### src/rtl/spc_consts.vh
// constants for the pin mode and power-down control block
`ifndef SPC_CONSTS_VH
`define SPC_CONSTS_VH
`define SPC_CLK_MHZ       125
`define SPC_UNLOCK_US     100
`define SPC_MUTE_STEP_US  4
`define SPC_FRAME_CYC     3072
`define SPC_FRAME_BITS    64
`define SPC_SLOT_BITS     6'h20
`define SPC_SLOT_LAST     6'h1f
`define SPC_DSD_LAST      4'hf
`define SPC_TDM_LAST      3'h7
`define SPC_STEREO_LAST   3'h1
`define SPC_WORD_W        32
`define SPC_GAIN_W        8
`define SPC_FMT_MSB       2'h0
`define SPC_FMT_I2S       2'h1
`define SPC_FMT_LSB       2'h2
`define SPC_WL_0          6'h20
`define SPC_WL_1          6'h18
`define SPC_WL_2          6'h14
`define SPC_WL_3          6'h10
`define SPC_MCK_R0        64
`define SPC_MCK_R1        128
`define SPC_MCK_R2        192
`define SPC_MCK_R3        256
`define SPC_MCK_R4        384
`define SPC_MCK_R5        512
`define SPC_MCK_R6        768
`define SPC_MCK_R7        256
`define SPC_CM_XT_OFF_A   4'h6
`define SPC_CM_XT_OFF_B   4'h7
`define SPC_REF_XTAL      2'h0
`define SPC_REF_EXT       2'h1
`define SPC_REF_CHAIN     2'h2
`define SPC_IX_OBCK       5
`define SPC_IX_OLR        6
`define SPC_IX_IBCK       9
`define SPC_IX_ILR        10
`define SPC_IX_DCLK       11
`endif

### src/rtl/spc_buf2.v
// two-entry valid/ready buffer in the audio word path
`timescale 1ns/1ps
module spc_buf2 #(
	parameter W     = 32,
	parameter DEPTH = 2
) (
	input  wire         clock_i,
	input  wire         rst_n_i,
	input  wire         clear_i,
	input  wire [W-1:0] in_data_i,
	input  wire         in_valid_i,
	output wire         in_ready_o,
	output wire [W-1:0] out_data_o,
	output wire         out_valid_o,
	input  wire         out_ready_i
);
	reg [W-1:0] mem [0:DEPTH-1];
	reg         wr;
	reg         rd;
	reg [1:0]   cnt;
	wire        push;
	wire        pop;
	integer     k;

	assign in_ready_o  = (cnt != 2'h2);
	assign out_valid_o = (cnt != 2'h0);
	assign out_data_o  = mem[rd];
	assign push        = in_valid_i & in_ready_o;
	assign pop         = out_valid_o & out_ready_i;

	always @(posedge clock_i or negedge rst_n_i) begin
		if (!rst_n_i) begin
			wr  <= 1'b0;
			rd  <= 1'b0;
			cnt <= 2'h0;
			for (k = 0; k < DEPTH; k = k + 1) begin
				mem[k] <= {W{1'b0}};
			end
		end else if (clear_i) begin
			wr  <= 1'b0;
			rd  <= 1'b0;
			cnt <= 2'h0;
		end else begin
			if (push) begin
				mem[wr] <= in_data_i;
				wr      <= ~wr;
			end
			if (pop) begin
				rd <= ~rd;
			end
			if (push && !pop) begin
				cnt <= cnt + 2'h1;
			end else if (pop && !push) begin
				cnt <= cnt - 2'h1;
			end
		end
	end
endmodule // spc_buf2

### src/rtl/spc_pin_ctrl.v
// pin mode selection, power-down control and audio port framing
`timescale 1ns/1ps
`include "spc_consts.vh"
module spc_pin_ctrl #(
	parameter UNLOCK_CYC    = `SPC_UNLOCK_US * `SPC_CLK_MHZ,
	parameter MUTE_STEP_CYC = `SPC_MUTE_STEP_US * `SPC_CLK_MHZ,
	parameter FRAME_CYC     = `SPC_FRAME_CYC,
	parameter GAIN_W        = `SPC_GAIN_W
) (
	input  wire              clock_i,
	input  wire              rstn_i,
	input  wire              power_down_n_i,
	input  wire              parallel_serial_sel_i,
	input  wire              bus_type_sel_i,
	input  wire [1:0]        chip_addr_straps_i,
	input  wire              input_format_sel_2_i,
	input  wire [1:0]        output_format_sel_i,
	input  wire [1:0]        output_word_length_sel_i,
	input  wire [3:0]        output_clock_mode_sel_i,
	input  wire              tdm_sel_i,
	input  wire              soft_mute_pin_i,
	input  wire              mute_semi_auto_sel_i,
	input  wire [1:0]        mute_time_sel_i,
	input  wire              dither_enable_i,
	input  wire              onebit_in_left_i,
	input  wire              onebit_in_right_i,
	input  wire              onebit_in_clock_i,
	input  wire              in_frame_clock_i,
	input  wire              in_bit_clock_i,
	input  wire              serial_audio_in_i,
	input  wire              onebit_mode_sel_i,
	input  wire              out_frame_clock_i,
	input  wire              out_bit_clock_i,
	input  wire              ref_clock_source_sel_i,
	input  wire              crystal_in_i,
	input  wire              control_data_in_i,
	input  wire              control_clock_i,
	input  wire              control_chip_select_n_i,
	input  wire              reg_soft_mute_i,
	input  wire              reg_slow_filter_i,
	input  wire              reg_short_delay_i,
	input  wire              ctl_reply_i,
	output reg               out_frame_clock_o,
	output reg               out_frame_clock_oe_o,
	output reg               out_bit_clock_o,
	output reg               out_bit_clock_oe_o,
	output reg               serial_audio_out_o,
	output reg               master_clock_out_o,
	output reg               crystal_drive_out_o,
	output reg               unlock_status_out_o,
	output reg               control_data_out_o,
	output reg               control_data_out_oe_o,
	output reg               sda_o,
	output reg               sda_oe_o,
	output reg               ctl_serial_mode_o,
	output reg               ctl_i2c_mode_o,
	output reg [1:0]         ctl_chip_addr_o,
	output reg               ctl_data_o,
	output reg               ctl_clock_o,
	output reg               ctl_select_n_o,
	output reg [2:0]         input_format_o,
	output reg               filter_slow_o,
	output reg               filter_short_delay_o,
	output reg               dither_on_o,
	output reg [1:0]         deemphasis_o,
	output reg [1:0]         ref_source_o,
	output reg [GAIN_W-1:0]  mute_gain_o,
	output reg               overflow_o
);
	localparam NA = 34;
	localparam WW = `SPC_WORD_W;
	localparam [11:0] BHALF = FRAME_CYC / (2 * `SPC_FRAME_BITS);
	localparam [23:0] UNL = UNLOCK_CYC;
	localparam [15:0] MST = MUTE_STEP_CYC;
	localparam [GAIN_W-1:0] GMAX = {GAIN_W{1'b1}};

	reg  [1:0]    rsync;
	wire          rst_n;
	reg  [NA-1:0] s1;
	reg  [NA-1:0] s2;
	reg  [NA-1:0] s3;
	reg  [NA-1:0] st;
	reg  [NA-1:0] stp;
	wire [NA-1:0] ain;
	wire          pdn_s, psn_s, i2c_s, idif2_s, tdm_s, soft_mute_pin_s, semi_s, dith_s;
	wire          dl_s, dr_s, dclk_s, ilr_s, ibck_s, serial_audio_in_s, dsd_s, olr_s, obck_s;
	wire          cksel_s, xti_s, control_data_in_s, control_clock_s, csn_s;
	wire [1:0]    cad_s, odif_s, obit_s, smt_s;
	wire [3:0]    cm_s;
	wire          pd;

	assign ain = {power_down_n_i, parallel_serial_sel_i, bus_type_sel_i, chip_addr_straps_i,
		input_format_sel_2_i, output_format_sel_i, output_word_length_sel_i,
		output_clock_mode_sel_i, tdm_sel_i, soft_mute_pin_i, mute_semi_auto_sel_i,
		mute_time_sel_i, dither_enable_i, onebit_in_left_i, onebit_in_right_i,
		onebit_in_clock_i, in_frame_clock_i, in_bit_clock_i, serial_audio_in_i,
		onebit_mode_sel_i, out_frame_clock_i, out_bit_clock_i, ref_clock_source_sel_i,
		crystal_in_i, control_data_in_i, control_clock_i, control_chip_select_n_i};
	assign {pdn_s, psn_s, i2c_s, cad_s, idif2_s, odif_s, obit_s, cm_s, tdm_s, soft_mute_pin_s,
		semi_s, smt_s, dith_s, dl_s, dr_s, dclk_s, ilr_s, ibck_s, serial_audio_in_s, dsd_s, olr_s,
		obck_s, cksel_s, xti_s, control_data_in_s, control_clock_s, csn_s} = st;
	assign rst_n = rsync[1];
	assign pd = ~pdn_s;

	always @(posedge clock_i or negedge rstn_i) begin
		if (!rstn_i) begin
			rsync <= 2'h0;
		end else begin
			rsync <= {rsync[0], 1'b1};
		end
	end

	always @(posedge clock_i or negedge rst_n) begin
		if (!rst_n) begin
			s1  <= {NA{1'b0}};
			s2  <= {NA{1'b0}};
			s3  <= {NA{1'b0}};
			stp <= {NA{1'b0}};
		end else begin
			s1  <= ain;
			s2  <= s1;
			s3  <= s2;
			stp <= st;
		end
	end

	// a pin change counts once the second and third stages agree
	genvar g;
	generate
		for (g = 0; g < NA; g = g + 1) begin : g_pin
			always @(posedge clock_i or negedge rst_n) begin
				if (!rst_n) begin
					st[g] <= 1'b0;
				end else if (s2[g] == s3[g]) begin
					st[g] <= s3[g];
				end
			end
		end
	endgenerate

	// straps are tracked only while powered down and frozen on release
	reg       k_par;
	reg [1:0] k_cad;
	reg       k_idif2;
	reg [1:0] k_odif;
	reg [1:0] k_obit;
	reg [3:0] k_cm;
	reg       k_tdm;
	always @(posedge clock_i or negedge rst_n) begin
		if (!rst_n) begin
			k_par   <= 1'b0;
			k_cad   <= 2'h0;
			k_idif2 <= 1'b0;
			k_odif  <= `SPC_FMT_MSB;
			k_obit  <= 2'h0;
			k_cm    <= 4'h0;
			k_tdm   <= 1'b0;
		end else if (pd) begin
			k_par   <= psn_s;
			k_cad   <= cad_s;
			k_idif2 <= idif2_s;
			k_odif  <= odif_s;
			k_obit  <= obit_s;
			k_cm    <= cm_s;
			k_tdm   <= tdm_s;
		end
	end

	wire master = k_cm[3] | ~k_cm[2];
	wire xforce = k_cm[3] | (k_cm == `SPC_CM_XT_OFF_A) | (k_cm == `SPC_CM_XT_OFF_B);
	wire ser    = ~k_par;

	// mode decode, control port routing and static selections
	always @(posedge clock_i or negedge rst_n) begin
		if (!rst_n) begin
			ctl_serial_mode_o     <= 1'b0;
			ctl_i2c_mode_o        <= 1'b0;
			ctl_chip_addr_o       <= 2'h0;
			ctl_data_o            <= 1'b0;
			ctl_clock_o           <= 1'b0;
			ctl_select_n_o        <= 1'b1;
			control_data_out_o    <= 1'b0;
			control_data_out_oe_o <= 1'b0;
			sda_o                 <= 1'b0;
			sda_oe_o              <= 1'b0;
			input_format_o        <= 3'h0;
			filter_slow_o         <= 1'b0;
			filter_short_delay_o  <= 1'b0;
			dither_on_o           <= 1'b0;
			deemphasis_o          <= 2'h0;
			ref_source_o          <= `SPC_REF_XTAL;
			crystal_drive_out_o   <= 1'b0;
		end else begin
			ctl_serial_mode_o     <= ser & ~pd;
			ctl_i2c_mode_o        <= i2c_s & ~pd;
			ctl_chip_addr_o       <= ser ? k_cad : 2'h0;
			input_format_o        <= ser ? 3'h0 : {k_idif2, k_cad};
			ctl_data_o            <= ser & control_data_in_s;
			ctl_clock_o           <= ser & control_clock_s;
			ctl_select_n_o        <= ~ser | i2c_s | csn_s;
			control_data_out_o    <= ctl_reply_i;
			control_data_out_oe_o <= ~pd & ser & ~i2c_s & ~csn_s;
			sda_o                 <= 1'b0;
			sda_oe_o              <= ~pd & ser & i2c_s & ~ctl_reply_i;
			filter_slow_o         <= ser ? reg_slow_filter_i : control_clock_s;
			filter_short_delay_o  <= ser ? reg_short_delay_i : csn_s;
			dither_on_o           <= ~pd & dith_s;
			deemphasis_o          <= dsd_s ? 2'h0 : {dr_s, dl_s};
			if (!cksel_s) begin
				ref_source_o <= `SPC_REF_XTAL;
			end else if (k_tdm) begin
				ref_source_o <= `SPC_REF_CHAIN;
			end else begin
				ref_source_o <= `SPC_REF_EXT;
			end
			crystal_drive_out_o <= (pd | xforce) ? 1'b0 : ~xti_s;
		end
	end

	// input port capture, PCM or one-bit
	wire ibck_r = ibck_s & ~stp[`SPC_IX_IBCK];
	wire dclk_r = dclk_s & ~stp[`SPC_IX_DCLK];
	wire ilr_e  = ilr_s ^ stp[`SPC_IX_ILR];
	reg  [WW-1:0] shin;
	reg  [3:0]    dcnt;
	reg           lr_b;
	reg  [WW-1:0] iw;
	reg           iv;
	wire          in_rdy;
	always @(posedge clock_i or negedge rst_n) begin
		if (!rst_n) begin
			shin       <= {WW{1'b0}};
			dcnt       <= 4'h0;
			lr_b       <= 1'b0;
			iw         <= {WW{1'b0}};
			iv         <= 1'b0;
			overflow_o <= 1'b0;
		end else if (pd) begin
			shin       <= {WW{1'b0}};
			dcnt       <= 4'h0;
			iv         <= 1'b0;
			overflow_o <= 1'b0;
		end else begin
			if (iv && in_rdy) begin
				iv <= 1'b0;
			end
			if (dsd_s && dclk_r) begin
				shin <= {shin[WW-3:0], dl_s, dr_s};
				dcnt <= dcnt + 4'h1;
				if (dcnt == `SPC_DSD_LAST) begin
					iw <= {shin[WW-3:0], dl_s, dr_s};
					iv <= 1'b1;
					overflow_o <= overflow_o | (iv & ~in_rdy);
				end
			end else if (!dsd_s && ibck_r) begin
				shin <= {shin[WW-2:0], serial_audio_in_s};
				lr_b <= ilr_s;
				if (lr_b != ilr_s) begin
					iw <= shin;
					iv <= 1'b1;
					overflow_o <= overflow_o | (iv & ~in_rdy);
				end
			end
		end
	end

	// rate lock watch
	reg [23:0] ucnt;
	always @(posedge clock_i or negedge rst_n) begin
		if (!rst_n) begin
			ucnt                <= 24'h0;
			unlock_status_out_o <= 1'b1;
		end else if (pd) begin
			ucnt                <= 24'h0;
			unlock_status_out_o <= 1'b1;
		end else begin
			if (dsd_s ? dclk_r : ilr_e) begin
				ucnt <= 24'h0;
			end else if (ucnt < UNL) begin
				ucnt <= ucnt + 24'h1;
			end
			unlock_status_out_o <= (ucnt >= UNL);
		end
	end

	// soft mute ramp
	reg  [15:0] mcnt;
	wire [15:0] mlim = MST << smt_s;
	wire        mreq = (ser ? reg_soft_mute_i : soft_mute_pin_s) | (semi_s & unlock_status_out_o);
	always @(posedge clock_i or negedge rst_n) begin
		if (!rst_n) begin
			mcnt        <= 16'h0;
			mute_gain_o <= GMAX;
		end else if (pd) begin
			mcnt        <= 16'h0;
			mute_gain_o <= GMAX;
		end else if (mcnt + 16'h1 >= mlim) begin
			mcnt <= 16'h0;
			if (mreq && mute_gain_o != {GAIN_W{1'b0}}) begin
				mute_gain_o <= mute_gain_o - {{(GAIN_W-1){1'b0}}, 1'b1};
			end else if (!mreq && mute_gain_o != GMAX) begin
				mute_gain_o <= mute_gain_o + {{(GAIN_W-1){1'b0}}, 1'b1};
			end
		end else begin
			mcnt <= mcnt + 16'h1;
		end
	end

	// output port: clock generation or slave tracking, and serialiser
	reg  [11:0]   bdiv;
	reg           bck;
	reg  [5:0]    bitc;
	reg  [2:0]    slot;
	reg  [WW-1:0] sh;
	reg           upd;
	reg  [11:0]   mdiv;
	reg  [11:0]   mhalf;
	reg  [31:0]   mh32;
	wire          bwrap = (bdiv + 12'h1 >= BHALF);
	wire          adv = master ? (bwrap & bck) : (stp[`SPC_IX_OBCK] & ~obck_s);
	wire          last = (bitc == `SPC_SLOT_LAST);
	wire [2:0]    slast = k_tdm ? `SPC_TDM_LAST : `SPC_STEREO_LAST;
	wire [2:0]    nslot = (slot == slast) ? 3'h0 : slot + 3'h1;
	wire          out_v;
	wire [WW-1:0] out_d;
	wire          pull = ~pd & adv & last & (nslot < 3'h2);
	reg  [5:0]    wl;
	reg  [5:0]    off;
	wire [5:0]    rel = bitc - off;
	wire [5:0]    bidx = `SPC_SLOT_LAST - rel;

	always @* begin
		case (k_obit)
			2'h0: wl = `SPC_WL_0;
			2'h1: wl = `SPC_WL_1;
			2'h2: wl = `SPC_WL_2;
			default: wl = `SPC_WL_3;
		endcase
		if (k_odif == `SPC_FMT_LSB) begin
			off = `SPC_SLOT_BITS - wl;
		end else if (k_odif == `SPC_FMT_I2S) begin
			off = 6'h1;
		end else begin
			off = 6'h0;
		end
		case (k_cm[2:0])
			3'h0: mh32 = FRAME_CYC / (2 * `SPC_MCK_R0);
			3'h1: mh32 = FRAME_CYC / (2 * `SPC_MCK_R1);
			3'h2: mh32 = FRAME_CYC / (2 * `SPC_MCK_R2);
			3'h3: mh32 = FRAME_CYC / (2 * `SPC_MCK_R3);
			3'h4: mh32 = FRAME_CYC / (2 * `SPC_MCK_R4);
			3'h5: mh32 = FRAME_CYC / (2 * `SPC_MCK_R5);
			3'h6: mh32 = FRAME_CYC / (2 * `SPC_MCK_R6);
			default: mh32 = FRAME_CYC / (2 * `SPC_MCK_R7);
		endcase
		mhalf = mh32[11:0];
	end

	always @(posedge clock_i or negedge rst_n) begin
		if (!rst_n) begin
			bdiv                 <= 12'h0;
			bck                  <= 1'b0;
			bitc                 <= 6'h0;
			slot                 <= 3'h0;
			sh                   <= {WW{1'b0}};
			upd                  <= 1'b0;
			mdiv                 <= 12'h0;
			master_clock_out_o   <= 1'b0;
			out_bit_clock_o      <= 1'b0;
			out_bit_clock_oe_o   <= 1'b1;
			out_frame_clock_o    <= 1'b0;
			out_frame_clock_oe_o <= 1'b1;
			serial_audio_out_o   <= 1'b0;
		end else if (pd) begin
			bdiv                 <= 12'h0;
			bck                  <= 1'b0;
			bitc                 <= 6'h0;
			slot                 <= 3'h0;
			sh                   <= {WW{1'b0}};
			upd                  <= 1'b0;
			mdiv                 <= 12'h0;
			master_clock_out_o   <= 1'b0;
			out_bit_clock_o      <= 1'b0;
			out_bit_clock_oe_o   <= master;
			out_frame_clock_o    <= 1'b0;
			out_frame_clock_oe_o <= master;
			serial_audio_out_o   <= 1'b0;
		end else begin
			out_bit_clock_oe_o   <= master;
			out_frame_clock_oe_o <= master;
			bdiv <= bwrap ? 12'h0 : bdiv + 12'h1;
			if (bwrap) begin
				bck <= ~bck;
			end
			out_bit_clock_o <= master & bck;
			if (!master) begin
				mdiv               <= 12'h0;
				master_clock_out_o <= 1'b0;
			end else if (mdiv + 12'h1 >= mhalf) begin
				mdiv               <= 12'h0;
				master_clock_out_o <= ~master_clock_out_o;
			end else begin
				mdiv <= mdiv + 12'h1;
			end
			upd <= adv;
			if (!master && (olr_s != stp[`SPC_IX_OLR])) begin
				bitc <= 6'h0;
			end else if (adv) begin
				bitc <= last ? 6'h0 : bitc + 6'h1;
				if (last) begin
					slot <= nslot;
					if (pull && out_v && mute_gain_o != {GAIN_W{1'b0}}) begin
						sh <= out_d;
					end else begin
						sh <= {WW{1'b0}};
					end
				end
			end
			if (upd) begin
				serial_audio_out_o <= (bitc >= off) && (rel < wl) && sh[bidx[4:0]];
				if (k_tdm) begin
					out_frame_clock_o <= master & (slot == 3'h0) & (bitc == 6'h0);
				end else begin
					out_frame_clock_o <= master & (slot[0] ^ (k_odif != `SPC_FMT_I2S));
				end
			end
		end
	end

	spc_buf2 #(
		.W     (WW),
		.DEPTH (2)
	) u_buf (
		.clock_i     (clock_i),
		.rst_n_i     (rst_n),
		.clear_i     (pd),
		.in_data_i   (iw),
		.in_valid_i  (iv),
		.in_ready_o  (in_rdy),
		.out_data_o  (out_d),
		.out_valid_o (out_v),
		.out_ready_i (pull)
	);
endmodule // spc_pin_ctrl

### config.mk
export PLATFORM = sky130hd
export DESIGN_NAME = spc_pin_ctrl
export DESIGN_NICKNAME = d
export VERILOG_FILES = /design/src/rtl/spc_buf2.v /design/src/rtl/spc_pin_ctrl.v
export VERILOG_INCLUDE_DIRS = /design/src /design/src/rtl
export SDC_FILE = /design/constraint.sdc
export NUM_CORES = 1
export LEC_CHECK = 0
export ABC_AREA = 1
export BUFFER_PORTS_ARGS = -buffer_cell sky130_fd_sc_hd__buf_2
export CORE_MARGIN = 2
export CORE_UTILIZATION = 62
export DETAILED_ROUTE_END_ITERATION = 12
export HOLD_SLACK_MARGIN = 0.08
export PLACE_DENSITY = 0.81
export SKIP_CTS_REPAIR_TIMING = 1
export SKIP_LAST_GASP = 1
export SLEW_MARGIN = 20
export SYNTH_ARGS = -nofsm -noshare
export SYNTH_HDL_FRONTEND = slang
export SYNTH_SLANG_ARGS = --single-unit
export TNS_END_PERCENT = 1
### constraint.sdc
create_clock -name clock_i -period 41.4 [get_ports clock_i]
set_clock_uncertainty 0.1 [all_clocks]
set_input_delay 8.28 -clock clock_i [delete_from_list [all_inputs] [get_ports clock_i]]
set_output_delay 8.28 -clock clock_i [all_outputs]
set_load 0.01 [all_outputs]
==> Word level (Yosys, flattened, before mapping) <==
Cells that the tools add are included.
{ "classes": {"add_sub_neg": 14, "n_lt_le_gt_ge": 12, "eq_ne": 71, "shifts": 1, "mux": 92, "bitwise_logic": 52, "reduce_logical": 32} }
{ "op_table": {"columns": ["cell", "n"], "rows": [
  ["$mux 32", 16],
  ["$mux 24", 3],
  ["$bwmux 64", 1],
  ["$mux 12", 5],
  ["$mux 1", 36],
  ["$eq 1x1->1", 34],
  ["$demux 32 s1", 1],
  ["$mux 16", 2],
  ["$mux 8", 4],
  ["$mux 6", 5],
  ["$pmux 5 s6", 1],
  ["$add 12x1->12 const B", 2],
  ["$add 24x1->24 const B", 1],
  ["$and 1x1->1", 24],
  ["$ge 24x14->1 const B", 1],
  ["$lt 24x14->1 const B", 1],
  ["$mux 3", 7],
  ["$ne 2x1->1 const B", 10],
  ["$ne 3x1->1 const B", 6],
  ["$pmux 6 s3", 1],
  ["$add 16x1->16 const B", 1],
  ["$ge 16x16->1", 1],
  ["$not 1->1", 16],
  ["$shl 9x2->16 const A", 1],
  ["other kinds (47)", 94]
]} }
{ "totals": {"regBits": 444, "inputBits": 40, "out_inout_bits": 38, "wordCells": 363} }

==> Longest topological paths before layout <==
Gate-level depths: netlist of the first run.
{ "depth": {"word_depth": 14, "ltp_mapped": 19, "ltp_nobuf": 19} }

==> Cells and area by module <==
A second synthesis of the first run with hierarchy kept.
{ "unflattened": {"hier_cells": 1980, "hier_area_um2": 18763.0} }
{ "by_module_without_submodules": {"columns": ["mod", "n_inst", "cells_per_inst", "area_per_inst_um2"], "rows": [
  ["spc_pin_ctrl", 1, 1599, 15541.2],
  ["spc_buf2", 1, 381, 3221.8]
]} }

==> Worst setup path before layout of the first run <==
No wires, ideal clock.
{ "synth_timing": {"path_type": "input port to flip-flop", "from": "input reg_soft_mute_i", "to": "register mute_gain_o[5]", "setup_ps": 77, "arrival_time_ps": 10142, "slack_ps": 31082, "path_stages": 14, "path_buffers": 1, "cell_sequence": "a21oi_1 -> or2_2 -> buf_2 -> inv_1 -> ha_1 -> a21o_1 -> a31oi_1 -> nor2_1 -> o21ai_0 -> nand2_1 -> xnor2_1 -> nand2_1 -> nand3_1 -> nand2_1"} }
{ "synth_between": {"elab_chain_cells": 6, "word_cells_on_any_way": 10, "cone_classes": "1 x eq/ne; 4 x mux; 1 x bitwise; 4 x reduce/logical"} }
{ "synth_rtl": {"columns": ["element", "line", "rtl"], "rows": [
  ["start: declaration", "spc_pin_ctrl.v:39", "input wire reg_soft_mute_i,"],
  ["$mux 1 *", "spc_pin_ctrl.v:289", "wire mreq = (ser ? reg_soft_mute_i : soft_mute_pin_s) | (semi_s & unlock_status_out_o);"],
  ["$or 1x1->1 *", "spc_pin_ctrl.v:289", null],
  ["$logic_not 1->1 or $logic_and 1x1->1 (tied branches)", "spc_pin_ctrl.v:301, spc_pin_ctrl.v:299", null],
  ["$logic_and 1x1->1 or $mux 8 (tied branches)", "spc_pin_ctrl.v:301, spc_pin_ctrl.v:299", null],
  ["$ne 3x1->1 (no source line) or $mux 8 (tied branches)", null, null],
  ["$reduce_and 2->1 (no source line) or $mux 8 (tied branches)", null, null],
  ["end signal: assignment", "spc_pin_ctrl.v:300", "mute_gain_o <= mute_gain_o - {{(GAIN_W-1){1'b0}}, 1'b1};"],
  ["end signal: assignment", "spc_pin_ctrl.v:302", "mute_gain_o <= mute_gain_o + {{(GAIN_W-1){1'b0}}, 1'b1};"],
  ["end: declaration", "spc_pin_ctrl.v:67", "output reg [GAIN_W-1:0] mute_gain_o,"]
]} }
Every way passes the cells marked *; elsewhere a longest branch is shown, timed or not. The select of a mux whose other input is x is not followed.
A chain may end at the register's enable or synchronous reset.

==> Worst setup path after layout of the first run <==
Same ends and word-level chain as after synthesis.

==> impl_metrics.py, run 1 <==
metrics = {
    "layout": {
        "layout.nets": 2048,
        "area_growth_pct": 12.16,
        "diodes": 0,
        "layout-drive-gt1-share": 0.1323,
    },
    "route": {
        "avgViaCountPerCell": 5.388,
        "dr_wl_met2_um": 17280,
        "met3_length_um": 1600,
        "drtAntennaViolNets": 0,
        "wl_um": 35280,
        "num_vias": 12860,
        "wl_met1_um": 15690,
        "drt_iter0_markers": 918,
        "wl_per_cell_um": 14.79,
        "highest_layer": "met4",
        "remaining_drc_errors": 0,
        "firstDrtPassIters": 5,
    },
    "worst_setup_path": {
        "max_stage_delay_ps": 370,
        "cp.depth": 14,
        "worst-path-buf-inv": 2,
        "end_kind": "flip-flop",
        "start_kind": "input port",
        "cp_max_fo": 6,
        "crit_slowest_cell": "or2_2",
        "arrival_ps": 10480,
        "path_cells": "buf_2 > a21oi_1 > or2_2 > inv_1 > ha_1 > a21o_1 > a31oi_1 > nor2_1 > o21ai_0 > nand2_1 > xnor2_1 > nand2_1 > nand3_1 > nand2_1",
        "cp_common_cell": "nand2_1",
        "required_ps": 41770,
        "worst-setup-path-type": "in -> reg",
        "crit_family": "simple AND/OR/NAND/NOR gates",
        "reg2regPathDepth": 18,
    },
    "pwr": {
        "power_uw": 1103,
        "vdd_drop_max_mv": 0.02852,
        "power_density_nw_per_um2": 53.17,
        "p_leak_uw": 0.009725,
    },
    "logic_synthesis": {
        "async_reset_ff_frac": 1.000,
        "synthSimpleGateAreaFrac": 0.1419,
        "syn_area_um2": 18490,
        "synth_top_family_by_area": "simple AND/OR/NAND/NOR gates",
        "ys.flop_type": "dfrtp_1",
        "yosys_warnings": 0,
        "synthAdderAreaFrac": 0.04859,
        "syn_avg_cell_area_um2": 9.845,
        "synth_compound_area_frac": 0.1195,
        "yosysMostFrequentCell": "dfrtp_1",
        "synth-xor-area-share": 0.01090,
        "ys_seq_area_frac": 0.5922,
        "synth_top_area_frac": 0.5766,
        "synth-edff-count": 0,
        "synth_cells": 1878,
        "yosys-top-cells-area": "dfrtp_1 58%, nand2_1 7.2%, o21ai_0 6.3%",
        "yosysUniqueCellTypes": 56,
        "yosys.area.top_type": "dfrtp_1",
        "ys_seq_elements": 437,
        "muxShareOfSynthArea": 0.02010,
        "synthTopCellsByCount": "426 x dfrtp_1, 354 x nand2_1, 234 x inv_1, 232 x o21ai_0, 141 x nor2_1",
    },
    "clocking": {
        "cts_tree": "yes",
        "cts_buffers": 45,
        "clock_sinks": 437,
        "clockRootBuffer": "clkbuf_16",
        "cts_buffer_depth": 3,
        "clkSlewWorstSetupHoldPaths_ps": 60,
        "clk-insertion-delay-late_ps": 550,
        "htreeDepth": 2,
    },
    "global_routing": {
        "antenna_found_initial": 0,
        "grt_usage": 0.2335,
        "grt_pass1_wl_um": 59860,
        "first_global_vias": 12570,
        "gr-total-overflow": 0,
        "grt_max_degree": 96,
    },
    "die": {
        "die_h_um": 176.7,
        "fp-row-count": 63,
        "ios": 78,
        "die_x_um": 176.7,
        "core_um2": 29480,
        "initial_utilization": 0.6272,
        "fp.dieArea_um2": 31220,
    },
    "min_path": {
        "hold_depth": 0,
        "min_path_type": "reg -> reg",
    },
    "sta": {
        "setup_viol": 0,
        "slew_viol_final": 0,
        "max-slew-margin-rel": 0.3764,
        "min_period_over_period": 0.2442,
        "fmax_ghz": 0.09890,
        "hold_viol": 0,
        "final.setup.tns_ps": 0,
        "tightest_slew_ps": 935.4,
        "rsz0062_at_grt": "no",
        "period_needed_ps": 10110,
    },
    "placed_design": {
        "io_buffers": 76,
        "detailed_place_hpwl_um": 21850,
        "gp_congestion": 0.8406,
    },
    "run": {
        "maxCapViolCount": 0,
    },
    "run_status": {
        "status": "finished, final reports clean",
    },
}
[metrics by stage]
stage	worst slack [ps]	area, µm²	utilization	hold WS (ps)	instances
final	31290	20740	0.7034	242.4	2386
after floorplan	28240	18560	-	231.2	1897
after detailed placement	30770	19200	0.6512	234.7	2307
after global placement	30780	19200	0.6512	232.2	2307
after global routing	31100	20740	0.7034	250.4	2386
after CTS	31320	20730	0.7033	243.9	2386
[layer usage]
metal  vias to the layer above  GRT usage
met5                         -          0
met4                         0    0.06371
met3                        62    0.03222
met2                       298     0.3991
met1                      6244     0.3165
li1                       6252          -
[report_power, final]
part | internal [µW] | switching (µW)
clock | 252 | 161
combinational | 66.7 | 113
sequential | 481 | 29.9
total | 799 | 303
[worst reg2reg max path: cells and delay by family, from the launching register on]
family / cells / cell delay [ps]
flip-flops: 1 / 410
buffers and inverters: 4 / 500
AO/OA/AOI/OAI: 2 / 360
AND/OR/NAND/NOR: 11 / 1790
adder cells (fa/ha/maj): 1 / 300
[path summary, 6_finish.rpt]
kind / from / endpoint / slack (ps)
setup / recovery: reg_soft_mute_i / mute_gain_o[5] / 31290
hold / removal: s1[26] / s2[26] / 240
setup reg to reg: mcnt[4] / mute_gain_o[7] / 37870
hold reg to reg: s1[26] / s2[26] / 240
max in group asynchronous: rstn_i / rsync[1] / 33690
min in group asynchronous: rsync[1] / s3[14] / 370
[area by class of cell]
class / count / area [µm²]
repair buffers: 88 / 470.5
clock inverters: 11 / 168.9
multi-input cells: 1155 / 6396
fillers: 2148 / 8743
clock buffers: 68 / 1365
flip-flops and latches: 437 / 10950
well taps: 390 / 488.0
inverters: 237 / 894.6
[state kept, by name (all words and copies together), names as in the netlist, 5 cells and up]
| name | flops |
|---|---|
| bdiv | 12 |
| bitc | 6 |
| iw | 32 |
| mcnt | 16 |
| mdiv | 12 |
| mute_gain_o | 8 |
| s1 | 34 |
| s2 | 34 |
| s3 | 34 |
| sh | 32 |
| shin | 32 |
| stp | 5 |
| u_buf.mem | 64 |
| ucnt | 24 |
[cell families after synthesis]
| logic type | after synthesis |
|---|---|
| buffers and inverters | 305 |
| other | 2 |
| and+or+nand+nor | 622 |
| muxes | 33 |
| xor gates and xnor gates | 23 |
| adders and majority gates | 78 |
| AOI/OAI and AO/OA | 378 |
| DFF | 437 |
[cell usage in the layout, fill, tap and decap left out, types with 4 or more instances in the layout]
cell,count
nand4_1,18
or2_2,4
bufinv_16,4
o22ai_2,30
nor2_2,5
nor3_1,18
ha_1,43
maj3_1,34
inv_1,233
nand3_1,58
xnor2_1,6
mux2_2,33
o22ai_1,4
a21oi_1,86
xor2_1,17
dfrtp_1,424
dfstp_2,11
clkbuf_1,10
nor2_1,141
clkbuf_8,11
buf_2,76
o21ai_0,232
nand2_2,4
clkbuf_16,47
conb_1,21
nand2_1,353
buf_4,12
(Power assumes the default switching activity.)
==> run 2: changes to the inputs <==
--- a/config.mk
+++ b/config.mk
@@ -9,10 +9,10 @@
 export ABC_AREA = 1
 export BUFFER_PORTS_ARGS = -buffer_cell sky130_fd_sc_hd__buf_2
 export CORE_MARGIN = 2
-export CORE_UTILIZATION = 62
+export CORE_UTILIZATION = 61
 export DETAILED_ROUTE_END_ITERATION = 12
 export HOLD_SLACK_MARGIN = 0.08
-export PLACE_DENSITY = 0.81
+export PLACE_DENSITY = 0.8
 export SKIP_CTS_REPAIR_TIMING = 1
 export SKIP_LAST_GASP = 1
 export SLEW_MARGIN = 20
==> constraint.sdc (replaced) <==
create_clock -name clock_i -period 10.3 [get_ports clock_i]
set_clock_uncertainty 0.1 [all_clocks]
set_input_delay 2.06 -clock clock_i [delete_from_list [all_inputs] [get_ports clock_i]]
set_output_delay 2.06 -clock clock_i [all_outputs]
set_load 0.01 [all_outputs]
==> impl_metrics.py, run 2 (same netlist as run 1, synthesis figures left out) <==
metrics = {
    "run_status": {
        "status": "finished, final reports clean",
    },
    "layout": {
        "fillers": 2131,
        "top_register": "u_buf.mem",
        "multi_input_area_um2": 6396,
        "final_common_cell": "dfrtp_1",
        "layout-drive-gt1-share": 0.1314,
        "design_area_um2": 20780,
        "largest_reg_flops": 64,
        "regArea_um2": 10950,
        "layoutNonFillerInstCount": 2384,
        "area_growth_pct": 12.38,
        "diodes": 0,
        "layout.nets": 2045,
        "final_cell_mix": "424 x dfrtp_1, 353 x nand2_1, 233 x inv_1",
    },
    "route": {
        "firstDrtPassIters": 5,
        "drt_iter0_markers": 809,
        "avgViaCountPerCell": 5.364,
        "remaining_drc_errors": 0,
        "drtAntennaViolNets": 0,
        "wl_um": 34950,
        "num_vias": 12790,
        "wl_per_cell_um": 14.66,
    },
    "global_routing": {
        "grt_max_degree": 192,
        "grt_use_met1": 0.3064,
        "gr-max-usage-layer": "met2",
        "antenna_found_initial": 0,
        "first_global_vias": 12760,
        "gr-usage-met3": 0.03197,
        "gr-total-overflow": 0,
        "use_met2": 0.4015,
        "grt_usage": 0.2297,
        "grt_pass1_wl_um": 59940,
    },
    "worst_setup_path": {
        "worstReg2RegEnd": "mute_gain_o[1]",
        "start_kind": "input port",
        "timing.rr.start": "mcnt[4]",
        "worst-setup-path-type": "in -> reg",
        "required_ps": 10650,
        "arrival_ps": 4270,
        "reg2regPathDepth": 17,
        "cp_max_fo": 6,
        "end_kind": "flip-flop",
        "reg2reg_slack_ps": 6490,
    },
    "sta": {
        "period_needed_ps": 3921,
        "fmax_ghz": 0.2551,
        "setup_ws_ps": 6379,
        "max-slew-margin-rel": 0.3402,
        "min_period_over_period": 0.3807,
        "slew_viol_final": 0,
        "hold_ws_ps": 137.0,
        "tightest_slew_ps": 989.7,
        "rsz0062_at_grt": "no",
        "setup_viol": 0,
        "final.setup.tns_ps": 0,
        "hold_viol": 0,
    },
    "pwr": {
        "power_density_nw_per_um2": 214.7,
        "vdd_drop_max_mv": 0.1476,
        "p_leak_uw": 0.009738,
    },
    "placed_design": {
        "placed_area_um2": 19180,
        "pre_cts_slack_ps": 5859,
        "dp.cells": 2303,
        "gp_congestion": 0.8190,
        "detailed_place_hpwl_um": 22030,
        "io_buffers": 76,
    },
    "die": {
        "fp-row-count": 63,
        "die_h_um": 178.1,
        "die_x_um": 178.1,
        "initial_utilization": 0.6222,
        "core_um2": 29720,
        "fp.dieArea_um2": 31720,
        "ios": 78,
    },
    "clocking": {
        "clkSlewWorstSetupHoldPaths_ps": 60,
        "cts_buffers": 44,
        "clockRootBuffer": "clkbuf_16",
        "clock_sinks": 437,
        "htreeDepth": 2,
        "clk-insertion-delay-late_ps": 530,
        "cts_tree": "yes",
        "cts_buffer_depth": 3,
    },
    "run": {
        "maxCapViolCount": 0,
    },
    "min_path": {
        "min_path_type": "reg -> async",
    },
}
## run 2: cell count changes in the layout (fill, tap and decap cells not counted), moves of 2 or more
cell       previous run  this run
buf_4                12         6
clkbuf_8             11         2
buf_16                0         2
clkinv_2              3        12
bufinv_16             4         9
clkinv_4              2         0
clkbuf_16            47        45
## run 2: worst max-delay path by stage
stage	cells past startpoint	from	slack [ps]	to
after floorplan	0	rsync[1]	3090	bck
after global placement	14	reg_soft_mute_i	5880	mute_gain_o[5]
after detailed placement	14	reg_soft_mute_i	5860	mute_gain_o[5]
after CTS	14	reg_soft_mute_i	6390	mute_gain_o[5]
after global routing	17	mcnt[4]	6110	mute_gain_o[7]
final	14	reg_soft_mute_i	6380	mute_gain_o[5]
## run 2: layer usage
layer / up-vias / part of all wire
met3: 58 / 0.042
li1: 6251 / -
met2: 272 / 0.49
met4: 0 / 0.017
met1: 6206 / 0.45
met5: - / 0
## run 2: area by class of cell
type / instances / share of cell area
multi-input cells: 1155 / 0.3078
clock buffers: 57 / 0.05733
repair buffers: 86 / 0.02463
inverters: 237 / 0.04312
flip-flops and latches: 437 / 0.5272
well taps: 390 / 0.02349
clock inverters: 22 / 0.01638
## run 2: worst max-delay path, stage by stage
cell,delay [ps]
buf_2,80
a21oi_1,80
or2_2,370
inv_1,200
ha_1,310
a21o_1,190
a31oi_1,240
nor2_1,90
o21ai_0,170
nand2_1,90
xnor2_1,150
nand2_1,60
nand3_1,100
nand2_1,80
## run 2: through the flow
stage / total power, µW / utilization
after floorplan: 2589 / -
after global placement: 2763 / 0.6454
after detailed placement: 2797 / 0.6454
after CTS: 4493 / 0.6970
after global routing: 4703 / 0.6992
final: 4460 / 0.6992
## run 2: power by group
part / leakage, µW / internal, µW / switching [µW]
clock: 0.000751 / 1040 / 640
combinational: 0.00344 / 269 / 455
sequential: 0.00555 / 1930 / 123
total: 0.00974 / 3240 / 1220
